**src/redriver_pkg.sv**
```systemverilog
// Purpose: Shared constants and types of the redriver control logic.
// Assumes: Four-level straps arrive already coded as two bits.
// Notes:   Register offsets are byte addresses of aligned 32-bit words.
package redriver_pkg;
   localparam logic [1:0] LVL_L0 = 2'h0;
   localparam logic [1:0] LVL_L1 = 2'h1;
   localparam logic [1:0] LVL_L2 = 2'h2;
   localparam logic [1:0] LVL_L3 = 2'h3;
   localparam logic [1:0] MODE_PIN    = LVL_L0;
   localparam logic [1:0] MODE_MASTER = LVL_L1;
   localparam logic [1:0] MODE_SLAVE  = LVL_L2;
   localparam logic [1:0] DETECT_OFF  = LVL_L0;

   typedef enum logic [1:0] {
      DET_OFF   = 2'b00,
      DET_POLL  = 2'b01,
      DET_FOUND = 2'b10,
      DET_PWRDN = 2'b11
   } det_state_type;

   localparam int CLK_PERIOD_PS  = 25000;
   localparam int POLL_PERIOD_US = 150;
   localparam int POLL_CYCLES    = POLL_PERIOD_US * 1000000 / CLK_PERIOD_PS;
   localparam int STRAP_SETTLE   = 3;

   localparam logic [7:0] ADR_CTRL    = 8'h00;
   localparam logic [7:0] ADR_EQ_A    = 8'h04;
   localparam logic [7:0] ADR_EQ_B    = 8'h08;
   localparam logic [7:0] ADR_STATUS  = 8'h0C;
   localparam logic [7:0] ADR_APPLIED = 8'h10;

   localparam int CTRL_RESTART_A = 0;
   localparam int CTRL_RESTART_B = 1;
   localparam int EQ_IDX_LSB     = 0;
   localparam int EQ_GAIN_LSB    = 4;
   localparam logic [3:0] EQ_RESET   = 4'h0;
   localparam logic [1:0] GAIN_RESET = LVL_L3;
   localparam logic [31:0] DATA_ZERO = 32'h0000_0000;
endpackage : redriver_pkg

```
**src/detect_group_if.sv**
```systemverilog
// Purpose: Signals between the top control and one detect group.
// Assumes: Both ends run on the same clock.
// Notes:   One instance per four-channel group.
`timescale 1ns/1ps
interface detect_group_if;
   logic                       restart;
   logic                       powerDown;
   logic                       detectEnable;
   logic                       farEndSeen;
   logic                       probe;
   logic                       termOn;
   logic                       pathReset;
   redriver_pkg::det_state_type state;

   modport ctrl (
      output restart,
      output powerDown,
      output detectEnable,
      output farEndSeen,
      input  probe,
      input  termOn,
      input  pathReset,
      input  state
   );

   modport group (
      input  restart,
      input  powerDown,
      input  detectEnable,
      input  farEndSeen,
      output probe,
      output termOn,
      output pathReset,
      output state
   );
endinterface : detect_group_if

```
**src/strap_sync.sv**
```systemverilog
// Purpose: Two-stage synchroniser for a bundle of pin levels.
// Assumes: Each bit is an independent level.
// Notes:   Only the second stage may be read by other logic.
`timescale 1ns/1ps
module strap_sync #(
   parameter int WIDTH = 1
) (
   input  wire logic             clk,
   input  wire logic             rst,
   input  wire logic [WIDTH-1:0] din,
   output logic      [WIDTH-1:0] dout
);
   logic [WIDTH-1:0] meta_reg;

   if (WIDTH < 1) begin : g_bad_width
      $error("strap_sync: WIDTH must be at least 1");
   end

   always_ff @(posedge clk) begin
      if (rst) begin
         meta_reg <= '0;
         dout     <= '0;
      end else begin
         meta_reg <= din;
         dout     <= meta_reg;
      end
   end
endmodule : strap_sync

```
**src/rx_detect_group.sv**
```systemverilog
// Purpose: Receiver-detect state machine for one four-channel group.
// Assumes: farEndSeen is already synchronised.
// Notes:   termOn high means 50 ohm, low means high impedance.
`timescale 1ns/1ps
module rx_detect_group #(
   parameter int POLL_CYCLES = redriver_pkg::POLL_CYCLES
) (
   input wire logic     clk,
   input wire logic     rst,
   detect_group_if.group grp
);
   localparam int CW = $clog2(POLL_CYCLES);

   redriver_pkg::det_state_type state_reg;
   redriver_pkg::det_state_type state_next;
   logic [CW-1:0]               count_reg;
   logic                        expire;

   if (POLL_CYCLES < 2) begin : g_bad_poll
      $error("rx_detect_group: POLL_CYCLES < 2");
   end

   assign expire = (count_reg == CW'(POLL_CYCLES - 1));

   always_comb begin
      state_next = state_reg;
      if (grp.powerDown) begin
         state_next = redriver_pkg::DET_PWRDN;
      end else if (!grp.detectEnable) begin
         state_next = redriver_pkg::DET_OFF;
      end else if (grp.restart) begin
         state_next = redriver_pkg::DET_POLL;
      end else begin
         unique case (state_reg)
            redriver_pkg::DET_OFF,
            redriver_pkg::DET_PWRDN: state_next = redriver_pkg::DET_POLL;
            redriver_pkg::DET_POLL: begin
               if (expire && grp.farEndSeen) begin
                  state_next = redriver_pkg::DET_FOUND;
               end
            end
            redriver_pkg::DET_FOUND: state_next = redriver_pkg::DET_FOUND;
         endcase
      end
   end

   // The poll timer runs only while polling and restarts on every entry.
   always_ff @(posedge clk) begin
      if (rst || state_next != redriver_pkg::DET_POLL ||
          state_reg != redriver_pkg::DET_POLL) begin
         count_reg <= '0;
      end else if (expire) begin
         count_reg <= '0;
      end else begin
         count_reg <= count_reg + CW'(1);
      end
   end

   always_ff @(posedge clk) begin
      if (rst) begin
         state_reg     <= redriver_pkg::DET_PWRDN;
         grp.termOn    <= 1'b0;
         grp.pathReset <= 1'b1;
         grp.probe     <= 1'b0;
      end else begin
         state_reg     <= state_next;
         grp.termOn    <= (state_next == redriver_pkg::DET_OFF) ||
                          (state_next == redriver_pkg::DET_FOUND);
         grp.pathReset <= (state_next == redriver_pkg::DET_PWRDN);
         grp.probe     <= (state_reg == redriver_pkg::DET_POLL) &&
                          (state_next == redriver_pkg::DET_POLL) &&
                          (count_reg == CW'(POLL_CYCLES - 2));
      end
   end

   assign grp.state = state_reg;
endmodule : rx_detect_group

```
**src/redriver_rx_detect_control.sv**
```systemverilog
// Purpose: Strap decode, receiver-detect control and crosspoint select
//          of an eight-channel redriver, with a Wishbone register file.
// Assumes: All strap, power-down, select and far-end inputs are
//          asynchronous pins; one clock; synchronous active-high reset.
// Notes:   Group A is channels 0-3, group B is channels 4-7.
`timescale 1ns/1ps

// Function
// - Pin-mode EQ index is upper strap times four plus lower strap.
// - EQ straps apply only while the configuration-mode strap is L0.
// - Strap pair A drives channels 0-3, pair B channels 4-7.
// - Register-written EQ applies in bus slave and bus master modes.
// - In pin mode gain strap A sets group A, strap B group B.
// - Detection restarts at power-up, power-down release, register write.
// - A change on a crosspoint select restarts detection for its group.
// - Power-down A acts on channels 0-3, power-down B on 4-7.
// - Both power-downs low with detect strap L0 holds 50 ohm always.
// - Otherwise hold high impedance, poll every 150 us, 50 ohm once found.
// - Power-down A alone resets group A path, high impedance there.
// - Power-down B alone resets group B path, high impedance there.
// - Each select sets its group straight or crossed.
// - Straps sample once after reset; the mode strap is always live.
// - Both power-downs high enter standby, all terminations high impedance.
module redriver_rx_detect_control #(
   parameter int POLL_CYCLES = redriver_pkg::POLL_CYCLES
) (
   input  wire logic        clk,
   input  wire logic        rst,
   input  wire logic        cyc_i,
   input  wire logic        stb_i,
   input  wire logic        we_i,
   input  wire logic [7:0]  adr_i,
   input  wire logic [3:0]  sel_i,
   input  wire logic [31:0] dat_i,
   output logic      [31:0] dat_o,
   output logic             ack_o,
   input  wire logic [1:0]  eq_upper_strap_group_a,
   input  wire logic [1:0]  eq_lower_strap_group_a,
   input  wire logic [1:0]  eq_upper_strap_group_b,
   input  wire logic [1:0]  eq_lower_strap_group_b,
   input  wire logic [1:0]  flat_gain_strap_group_a,
   input  wire logic [1:0]  flat_gain_strap_group_b,
   input  wire logic [1:0]  configModeStrap,
   input  wire logic [1:0]  detect_mode_strap,
   input  wire logic        powerdown_group_a,
   input  wire logic        powerdown_group_b,
   input  wire logic        crosspoint_select_a,
   input  wire logic        crosspoint_select_b,
   input  wire logic        farEndTermA,
   input  wire logic        farEndTermB,
   output logic      [3:0]  eqIndexA,
   output logic      [3:0]  eqIndexB,
   output logic      [1:0]  flatGainA,
   output logic      [1:0]  flatGainB,
   output logic             crossA,
   output logic             crossB,
   output logic             termOnA,
   output logic             termOnB,
   output logic             pathResetA,
   output logic             pathResetB,
   output logic             probeA,
   output logic             probeB,
   output logic             standby
);
   localparam int SYNC_W = 22;
   localparam int SW     = $clog2(redriver_pkg::STRAP_SETTLE + 1);

   // Synchronised pin levels.
   logic [SYNC_W-1:0] pinsRaw;
   logic [SYNC_W-1:0] pinsSync;
   logic [1:0]        eqUpA;
   logic [1:0]        eqLoA;
   logic [1:0]        eqUpB;
   logic [1:0]        eqLoB;
   logic [1:0]        gainPinA;
   logic [1:0]        gainPinB;
   logic [1:0]        modeLive;
   logic [1:0]        detPin;
   logic              pdA;
   logic              pdB;
   logic              selA;
   logic              selB;
   logic              farA;
   logic              farB;

   // Straps captured once after reset release.
   logic [SW-1:0]     settle_reg;
   logic              captured_reg;
   logic [3:0]        strapEqA_reg;
   logic [3:0]        strapEqB_reg;
   logic [1:0]        strapGainA_reg;
   logic [1:0]        strapGainB_reg;
   logic [1:0]        detMode_reg;

   // Edge history for restart triggers.
   logic              pdA_reg;
   logic              pdB_reg;
   logic              selA_reg;
   logic              selB_reg;
   logic              powerUp;
   logic              restartA;
   logic              restartB;

   // Register file.
   logic [3:0]        regEqA_reg;
   logic [3:0]        regEqB_reg;
   logic [1:0]        regGainA_reg;
   logic [1:0]        regGainB_reg;
   logic              swRestartA_reg;
   logic              swRestartB_reg;
   logic              request;
   logic              writeNow;
   logic [31:0]       readData;
   logic              pinMode;
   logic              detectEnable;

   detect_group_if groupA ();
   detect_group_if groupB ();

   assign pinsRaw = {eq_upper_strap_group_a, eq_lower_strap_group_a,
                     eq_upper_strap_group_b, eq_lower_strap_group_b,
                     flat_gain_strap_group_a, flat_gain_strap_group_b,
                     configModeStrap, detect_mode_strap,
                     powerdown_group_a, powerdown_group_b,
                     crosspoint_select_a, crosspoint_select_b,
                     farEndTermA, farEndTermB};

   strap_sync #(
      .WIDTH (SYNC_W)
   ) pinSync (
      .clk  (clk),
      .rst  (rst),
      .din  (pinsRaw),
      .dout (pinsSync)
   );

   assign {eqUpA, eqLoA, eqUpB, eqLoB, gainPinA, gainPinB,
           modeLive, detPin, pdA, pdB, selA, selB, farA, farB} = pinsSync;

   // The synchroniser needs two edges to show real pin levels, so the
   // capture waits a little longer than that after reset release.
   always_ff @(posedge clk) begin
      if (rst) begin
         settle_reg   <= '0;
         captured_reg <= 1'b0;
      end else if (!captured_reg) begin
         if (settle_reg == SW'(redriver_pkg::STRAP_SETTLE)) begin
            captured_reg <= 1'b1;
         end else begin
            settle_reg <= settle_reg + SW'(1);
         end
      end
   end

   assign powerUp = !captured_reg &&
                    (settle_reg == SW'(redriver_pkg::STRAP_SETTLE));

   always_ff @(posedge clk) begin
      if (rst) begin
         strapEqA_reg   <= redriver_pkg::EQ_RESET;
         strapEqB_reg   <= redriver_pkg::EQ_RESET;
         strapGainA_reg <= redriver_pkg::GAIN_RESET;
         strapGainB_reg <= redriver_pkg::GAIN_RESET;
         detMode_reg    <= redriver_pkg::LVL_L3;
      end else if (powerUp) begin
         strapEqA_reg   <= {eqUpA, eqLoA};
         strapEqB_reg   <= {eqUpB, eqLoB};
         strapGainA_reg <= gainPinA;
         strapGainB_reg <= gainPinB;
         detMode_reg    <= detPin;
      end
   end

   // The mode strap stays live, so the EQ source may switch at run time.
   assign pinMode = (modeLive == redriver_pkg::MODE_PIN);

   always_ff @(posedge clk) begin
      if (rst) begin
         eqIndexA  <= redriver_pkg::EQ_RESET;
         eqIndexB  <= redriver_pkg::EQ_RESET;
         flatGainA <= redriver_pkg::GAIN_RESET;
         flatGainB <= redriver_pkg::GAIN_RESET;
      end else if (pinMode) begin
         eqIndexA  <= strapEqA_reg;
         eqIndexB  <= strapEqB_reg;
         flatGainA <= strapGainA_reg;
         flatGainB <= strapGainB_reg;
      end else begin
         eqIndexA  <= regEqA_reg;
         eqIndexB  <= regEqB_reg;
         flatGainA <= regGainA_reg;
         flatGainB <= regGainB_reg;
      end
   end

   // Crosspoint select follows the synchronised pins directly.
   always_ff @(posedge clk) begin
      if (rst) begin
         crossA <= 1'b0;
         crossB <= 1'b0;
      end else begin
         crossA <= selA;
         crossB <= selB;
      end
   end

   always_ff @(posedge clk) begin
      if (rst) begin
         pdA_reg  <= 1'b0;
         pdB_reg  <= 1'b0;
         selA_reg <= 1'b0;
         selB_reg <= 1'b0;
      end else begin
         pdA_reg  <= pdA;
         pdB_reg  <= pdB;
         selA_reg <= selA;
         selB_reg <= selB;
      end
   end

   // A select toggle before capture is ignored: power-up restarts anyway.
   assign restartA = powerUp ||
                     (pdA_reg && !pdA && pinMode) ||
                     (captured_reg && selA != selA_reg) ||
                     swRestartA_reg;
   assign restartB = powerUp ||
                     (pdB_reg && !pdB && pinMode) ||
                     (captured_reg && selB != selB_reg) ||
                     swRestartB_reg;

   assign detectEnable = !(detMode_reg == redriver_pkg::DETECT_OFF &&
                           !pdA && !pdB);

   // Until the straps are captured both groups stay powered down.
   assign groupA.powerDown    = pdA || !captured_reg;
   assign groupB.powerDown    = pdB || !captured_reg;
   assign groupA.restart      = restartA;
   assign groupB.restart      = restartB;
   assign groupA.detectEnable = detectEnable;
   assign groupB.detectEnable = detectEnable;
   assign groupA.farEndSeen   = farA;
   assign groupB.farEndSeen   = farB;

   rx_detect_group #(
      .POLL_CYCLES (POLL_CYCLES)
   ) detectA (
      .clk (clk),
      .rst (rst),
      .grp (groupA)
   );

   rx_detect_group #(
      .POLL_CYCLES (POLL_CYCLES)
   ) detectB (
      .clk (clk),
      .rst (rst),
      .grp (groupB)
   );

   assign termOnA    = groupA.termOn;
   assign termOnB    = groupB.termOn;
   assign pathResetA = groupA.pathReset;
   assign pathResetB = groupB.pathReset;
   assign probeA     = groupA.probe;
   assign probeB     = groupB.probe;

   always_ff @(posedge clk) begin
      if (rst) begin
         standby <= 1'b0;
      end else begin
         standby <= pdA && pdB;
      end
   end

   // Wishbone slave: ack follows the request by one edge, and a write
   // lands on the same edge at which the master sees that ack.
   assign request  = cyc_i && stb_i;
   assign writeNow = request && we_i && ack_o && sel_i[0];

   always_ff @(posedge clk) begin
      if (rst) begin
         ack_o <= 1'b0;
      end else begin
         ack_o <= request && !ack_o;
      end
   end

   always_ff @(posedge clk) begin
      if (rst) begin
         regEqA_reg   <= redriver_pkg::EQ_RESET;
         regEqB_reg   <= redriver_pkg::EQ_RESET;
         regGainA_reg <= redriver_pkg::GAIN_RESET;
         regGainB_reg <= redriver_pkg::GAIN_RESET;
      end else if (writeNow && adr_i == redriver_pkg::ADR_EQ_A) begin
         regEqA_reg   <= dat_i[redriver_pkg::EQ_IDX_LSB +: 4];
         regGainA_reg <= dat_i[redriver_pkg::EQ_GAIN_LSB +: 2];
      end else if (writeNow && adr_i == redriver_pkg::ADR_EQ_B) begin
         regEqB_reg   <= dat_i[redriver_pkg::EQ_IDX_LSB +: 4];
         regGainB_reg <= dat_i[redriver_pkg::EQ_GAIN_LSB +: 2];
      end
   end

   // Restart bits are one-cycle pulses and always read back as zero.
   always_ff @(posedge clk) begin
      if (rst) begin
         swRestartA_reg <= 1'b0;
         swRestartB_reg <= 1'b0;
      end else begin
         swRestartA_reg <= writeNow && adr_i == redriver_pkg::ADR_CTRL &&
                           dat_i[redriver_pkg::CTRL_RESTART_A];
         swRestartB_reg <= writeNow && adr_i == redriver_pkg::ADR_CTRL &&
                           dat_i[redriver_pkg::CTRL_RESTART_B];
      end
   end

   always_comb begin
      readData = redriver_pkg::DATA_ZERO;
      unique case (adr_i)
         redriver_pkg::ADR_EQ_A: begin
            readData[redriver_pkg::EQ_IDX_LSB +: 4]  = regEqA_reg;
            readData[redriver_pkg::EQ_GAIN_LSB +: 2] = regGainA_reg;
         end
         redriver_pkg::ADR_EQ_B: begin
            readData[redriver_pkg::EQ_IDX_LSB +: 4]  = regEqB_reg;
            readData[redriver_pkg::EQ_GAIN_LSB +: 2] = regGainB_reg;
         end
         redriver_pkg::ADR_STATUS: begin
            readData[12:0] = {crossB, crossA, standby, termOnB, termOnA,
                              groupB.state, groupA.state,
                              detMode_reg, modeLive};
         end
         redriver_pkg::ADR_APPLIED: begin
            readData[11:0] = {flatGainB, flatGainA, eqIndexB, eqIndexA};
         end
         default: readData = redriver_pkg::DATA_ZERO;
      endcase
   end

   always_ff @(posedge clk) begin
      if (rst) begin
         dat_o <= redriver_pkg::DATA_ZERO;
      end else if (request && !ack_o && !we_i) begin
         dat_o <= readData;
      end
   end
endmodule : redriver_rx_detect_control

```
**config.mk**
```make
export PLATFORM = sky130hd
export DESIGN_NAME = redriver_rx_detect_control
export DESIGN_NICKNAME = d
export VERILOG_FILES = /design/src/redriver_pkg.sv /design/src/detect_group_if.sv /design/src/strap_sync.sv /design/src/rx_detect_group.sv /design/src/redriver_rx_detect_control.sv
export SDC_FILE = /design/constraint.sdc
export NUM_CORES = 1
export LEC_CHECK = 0
export ABC_CLOCK_PERIOD_IN_PS = 2000
export BUFFER_PORTS_ARGS = -buffer_cell sky130_fd_sc_hd__buf_2
export CELL_PAD_IN_SITES_DETAIL_PLACEMENT = 1
export CELL_PAD_IN_SITES_GLOBAL_PLACEMENT = 1
export CORE_ASPECT_RATIO = 0.6
export CORE_MARGIN = 8
export CORE_UTILIZATION = 40
export DETAILED_ROUTE_END_ITERATION = 10
export GPL_TIMING_DRIVEN = 0
export MAX_ROUTING_LAYER = met4
export PLACE_DENSITY_LB_ADDON = 0.1
export SYNTH_ARGS = -nofsm -noshare
export SYNTH_HDL_FRONTEND = slang
export SYNTH_SLANG_ARGS = --single-unit
```
**constraint.sdc**
```tcl
create_clock -name clk -period 2 [get_ports clk]
set_clock_uncertainty 0.05 [all_clocks]
set_input_delay 0 -clock clk [delete_from_list [all_inputs] [get_ports clk]]
set_output_delay 0 -clock clk [all_outputs]
set_load 0.05 [all_outputs]
```
==> metrics.txt <==
post-synthesis sequential area ratio 0.513; Primary FF master, synth dfxtp_1; Netlist cell types between 50 and 60; pin count of the biggest net entering global routing 17; worst reg2reg startpoint settle_reg[0]$_SDFFE_PP0P_; Syn Std Cell Area 5550 um2; H-tree depth 4; area leader, netlist dfxtp_1; Hold Crit Depth 5; Max Clock Freq around 520 MHz; r2r setup slk ~93 ps; Critical R2R Capture detectA.grp.pathReset$_SDFF_PP1_; Seq cells post-synth 142; Die ar. 18,000 um2; clk slew on worst S/H paths around 60 ps; peak supply drop 568 uV; layout cells sized above 1 0.210; number of enable flip-flop cells after synthesis 0; Max-Cap Viols 0; Synth Instances between 500 and 600; kind of critical path reg -> reg; post-layout util 0.533; largest family of logic cells by synthesized area simple AND/OR/NAND/NOR gates; RSZ-0062 raised after global routing true; I/O Buffers 74; buffer depth of the longest clock path 2; Die H between 100 and 150 um; nets between 800 and 900; Post-Synth XOR/XNOR Area 0.0363; mux cell area share after synthesis 0.00406; initial antenna violation count 0; Post-Place Cells 859; Synth async-reset ratio 0; syn avg cell area approximately 9.4 um2; routability cong. 0.851; count leader, synth dfxtp_1; synth top area cells dfxtp_1, nor2b_1, nand2_1; Final setup viols 0; Worst Tran Pin Value 881 ps; CTS Buf Count 17; Final Cycle Share 0.954; Core Area 13,600 um2; row cnt 33; starting density of the core 0.408; Remaining Overflow, GRT 0; fill count approximately 1,600; Final Non-Filler Cells slightly above 900; DIE WIDTH 168 um; Final HPWL DP around 12 mm; total global-route track usage 0.188; status complete, no violations; Residual DRC 0; Post-synth top cells dfxtp_1, nand2_1, nor2b_1; worst path arrival time 2200 ps; Startpoint Class flip-flop; detailed-route via count around 4,700; DRT iter0 DRCs 210; drt wl/cell approximately 17 um; yosys warns 0; CTS tree built; first-pass GRT wire length between 20 and 30 mm; clock sink count around 140; relative slew slack 0.407; CTS root buf clkbuf_16; Post-Synth Adder-Cell Area 0.0203; Synth Area in Simple Gates 0.260; Ports between 100 and 150; Critical Path RT ~2300 ps; CP max FO 7; pwr dens around 950 nW/um2; Final Slew Violations 0; clk_lat worst skew around 420 ps; Pre-antenna DRT Iters 4; Avg Vias per Cell between 5 and 6; WL final ~16 mm; top-area cell type share of the netlist area 0.513; area delta synth->final 30.6%; CP endpoint kind flip-flop; antenna-violating nets left 0; Tmin final 1910 ps; vias in the first global route between 4,000 and 5,000; hold_sp sel_i[0]; Synth Area in Compound Gates 0.111; Worst Hold Path EP regEqB_reg[3]$_SDFFE_PP0P_; Pleak approximately 0.0029 uW; Hold Crit Class in -> reg; diode count 0; endpoints failing hold 0; FF-to-FF path depth 5
## how the worst max path moves through the flow
stage                               startpoint                                to  slack (ps)  cells past startpoint
3_5_place_dp   detectA.grp.state[0]$_SDFF_PP1_   detectA.count_reg[0]$_SDFF_PP0_        -220                      6
4_1_cts             settle_reg[0]$_SDFFE_PP0P_  detectA.grp.pathReset$_SDFF_PP1_           6                      5
5_1_grt                                    rst            eqIndexA[2]$_SDFF_PP0_         -20                      6
6_report            settle_reg[0]$_SDFFE_PP0P_  detectA.grp.pathReset$_SDFF_PP1_          90                      5
3_3_place_gp        settle_reg[0]$_SDFFE_PP0P_  detectB.count_reg[12]$_SDFF_PP0_        -160                      7
2_1_floorplan              selB_reg$_SDFF_PP0_  detectB.count_reg[10]$_SDFF_PP0_          40                      5
## worst max-delay path, cell delays in order, from the launching register on
cell and delay (ps):
dfxtp_1 330, ha_1 250, nor2b_4 170, a2111o_1 500
or3_1 360, o21ai_0 180
## layout by cell type, fill, tap and decap left out, types with 4 or more instances in the layout
master	count
nor2_1	20
buf_6	4
o21ai_1	10
nand3_1	27
xnor2_1	11
nor3_1	31
nor4_1	5
nand2_1	65
conb_1	19
buf_1	5
a2bb2oi_1	4
clkbuf_16	17
clkbuf_1	15
dlygate4sd3_1	33
buf_2	76
a221oi_1	6
ha_1	8
and3_1	7
xor2_1	12
nand3b_1	13
dfxtp_1	139
or3_1	6
a22oi_1	6
a21oi_1	27
nand4_1	6
o21bai_1	5
a32oi_1	4
nor2b_1	52
o21ai_0	16
buf_4	24
inv_1	10
inv_6	5
## per-layer routing
layer | up-vias | wire length, um | global-route usage
met1 | 2198 | 8180 | 0.252
met4 | 0 | 231 | 0.0685
li1 | 2330 | - | -
met2 | 131 | 6640 | 0.269
met3 | 21 | 1160 | 0.0477
met5 | - | 0 | -
## stage by stage
stage | instance area, um2 | hold slack, ps | power, uW | setup WS, ps | TNS [ps]
after detailed placement | 6200 | 166 | 3720 | -220 | -4050
after global placement | 6200 | 159 | 3690 | -156 | -3080
after floorplan | 5610 | 62.2 | 3530 | 40.6 | 0
final | 7250 | 54.2 | 6880 | 92.8 | 0
after CTS | 7170 | 32.9 | 6910 | 5.70 | 0
after global routing | 7250 | 84.7 | 7140 | -21.6 | -69.3
## area by class of cell
| type | instances | area, um2 | area share |
|---|---|---|---|
| Tap cell | 175 | 219 | 0.0302 |
| Sequential cell | 142 | 2850 | 0.393 |
| Multi-Input combinational cell | 410 | 2540 | 0.350 |
| Buffer | 47 | 279 | 0.0385 |
| Clock buffer | 18 | 439 | 0.0606 |
| Inverter | 10 | 37.5 | 0.00518 |
| Clock inverter | 14 | 146 | 0.0202 |
| Timing Repair Buffer | 112 | 742 | 0.102 |
## power by group
group          leakage, uW  switching [uW]  internal, uW  total [uW]
Combinational      0.00143             428           267         695
Clock             0.000288            1350          1790        3140
Sequential         0.00116            92.9          2950        3040
Total              0.00287            1870          5010        6880
## timing repair
action | CTS | global route
endpoints found under the hold margin | 48 | 0
hold buffers | 33 | 0
gates cloned | 0 | 1
endpoints found under the setup margin | 23 | 52
resized for setup | 11 | 15
pin swaps | 1 | 2
buffers inserted | 1 | 3
## cell families after synthesis
family,after synthesis
multiplexers,2
AND/OR/NAND/NOR,262
flip-flops,142
other,1
adder cells (fa/ha/maj),9
AO/OA/AOI/OAI,95
buffers and inverters,58
XOR/XNOR,23
Power figures use the tool's default switching activity.
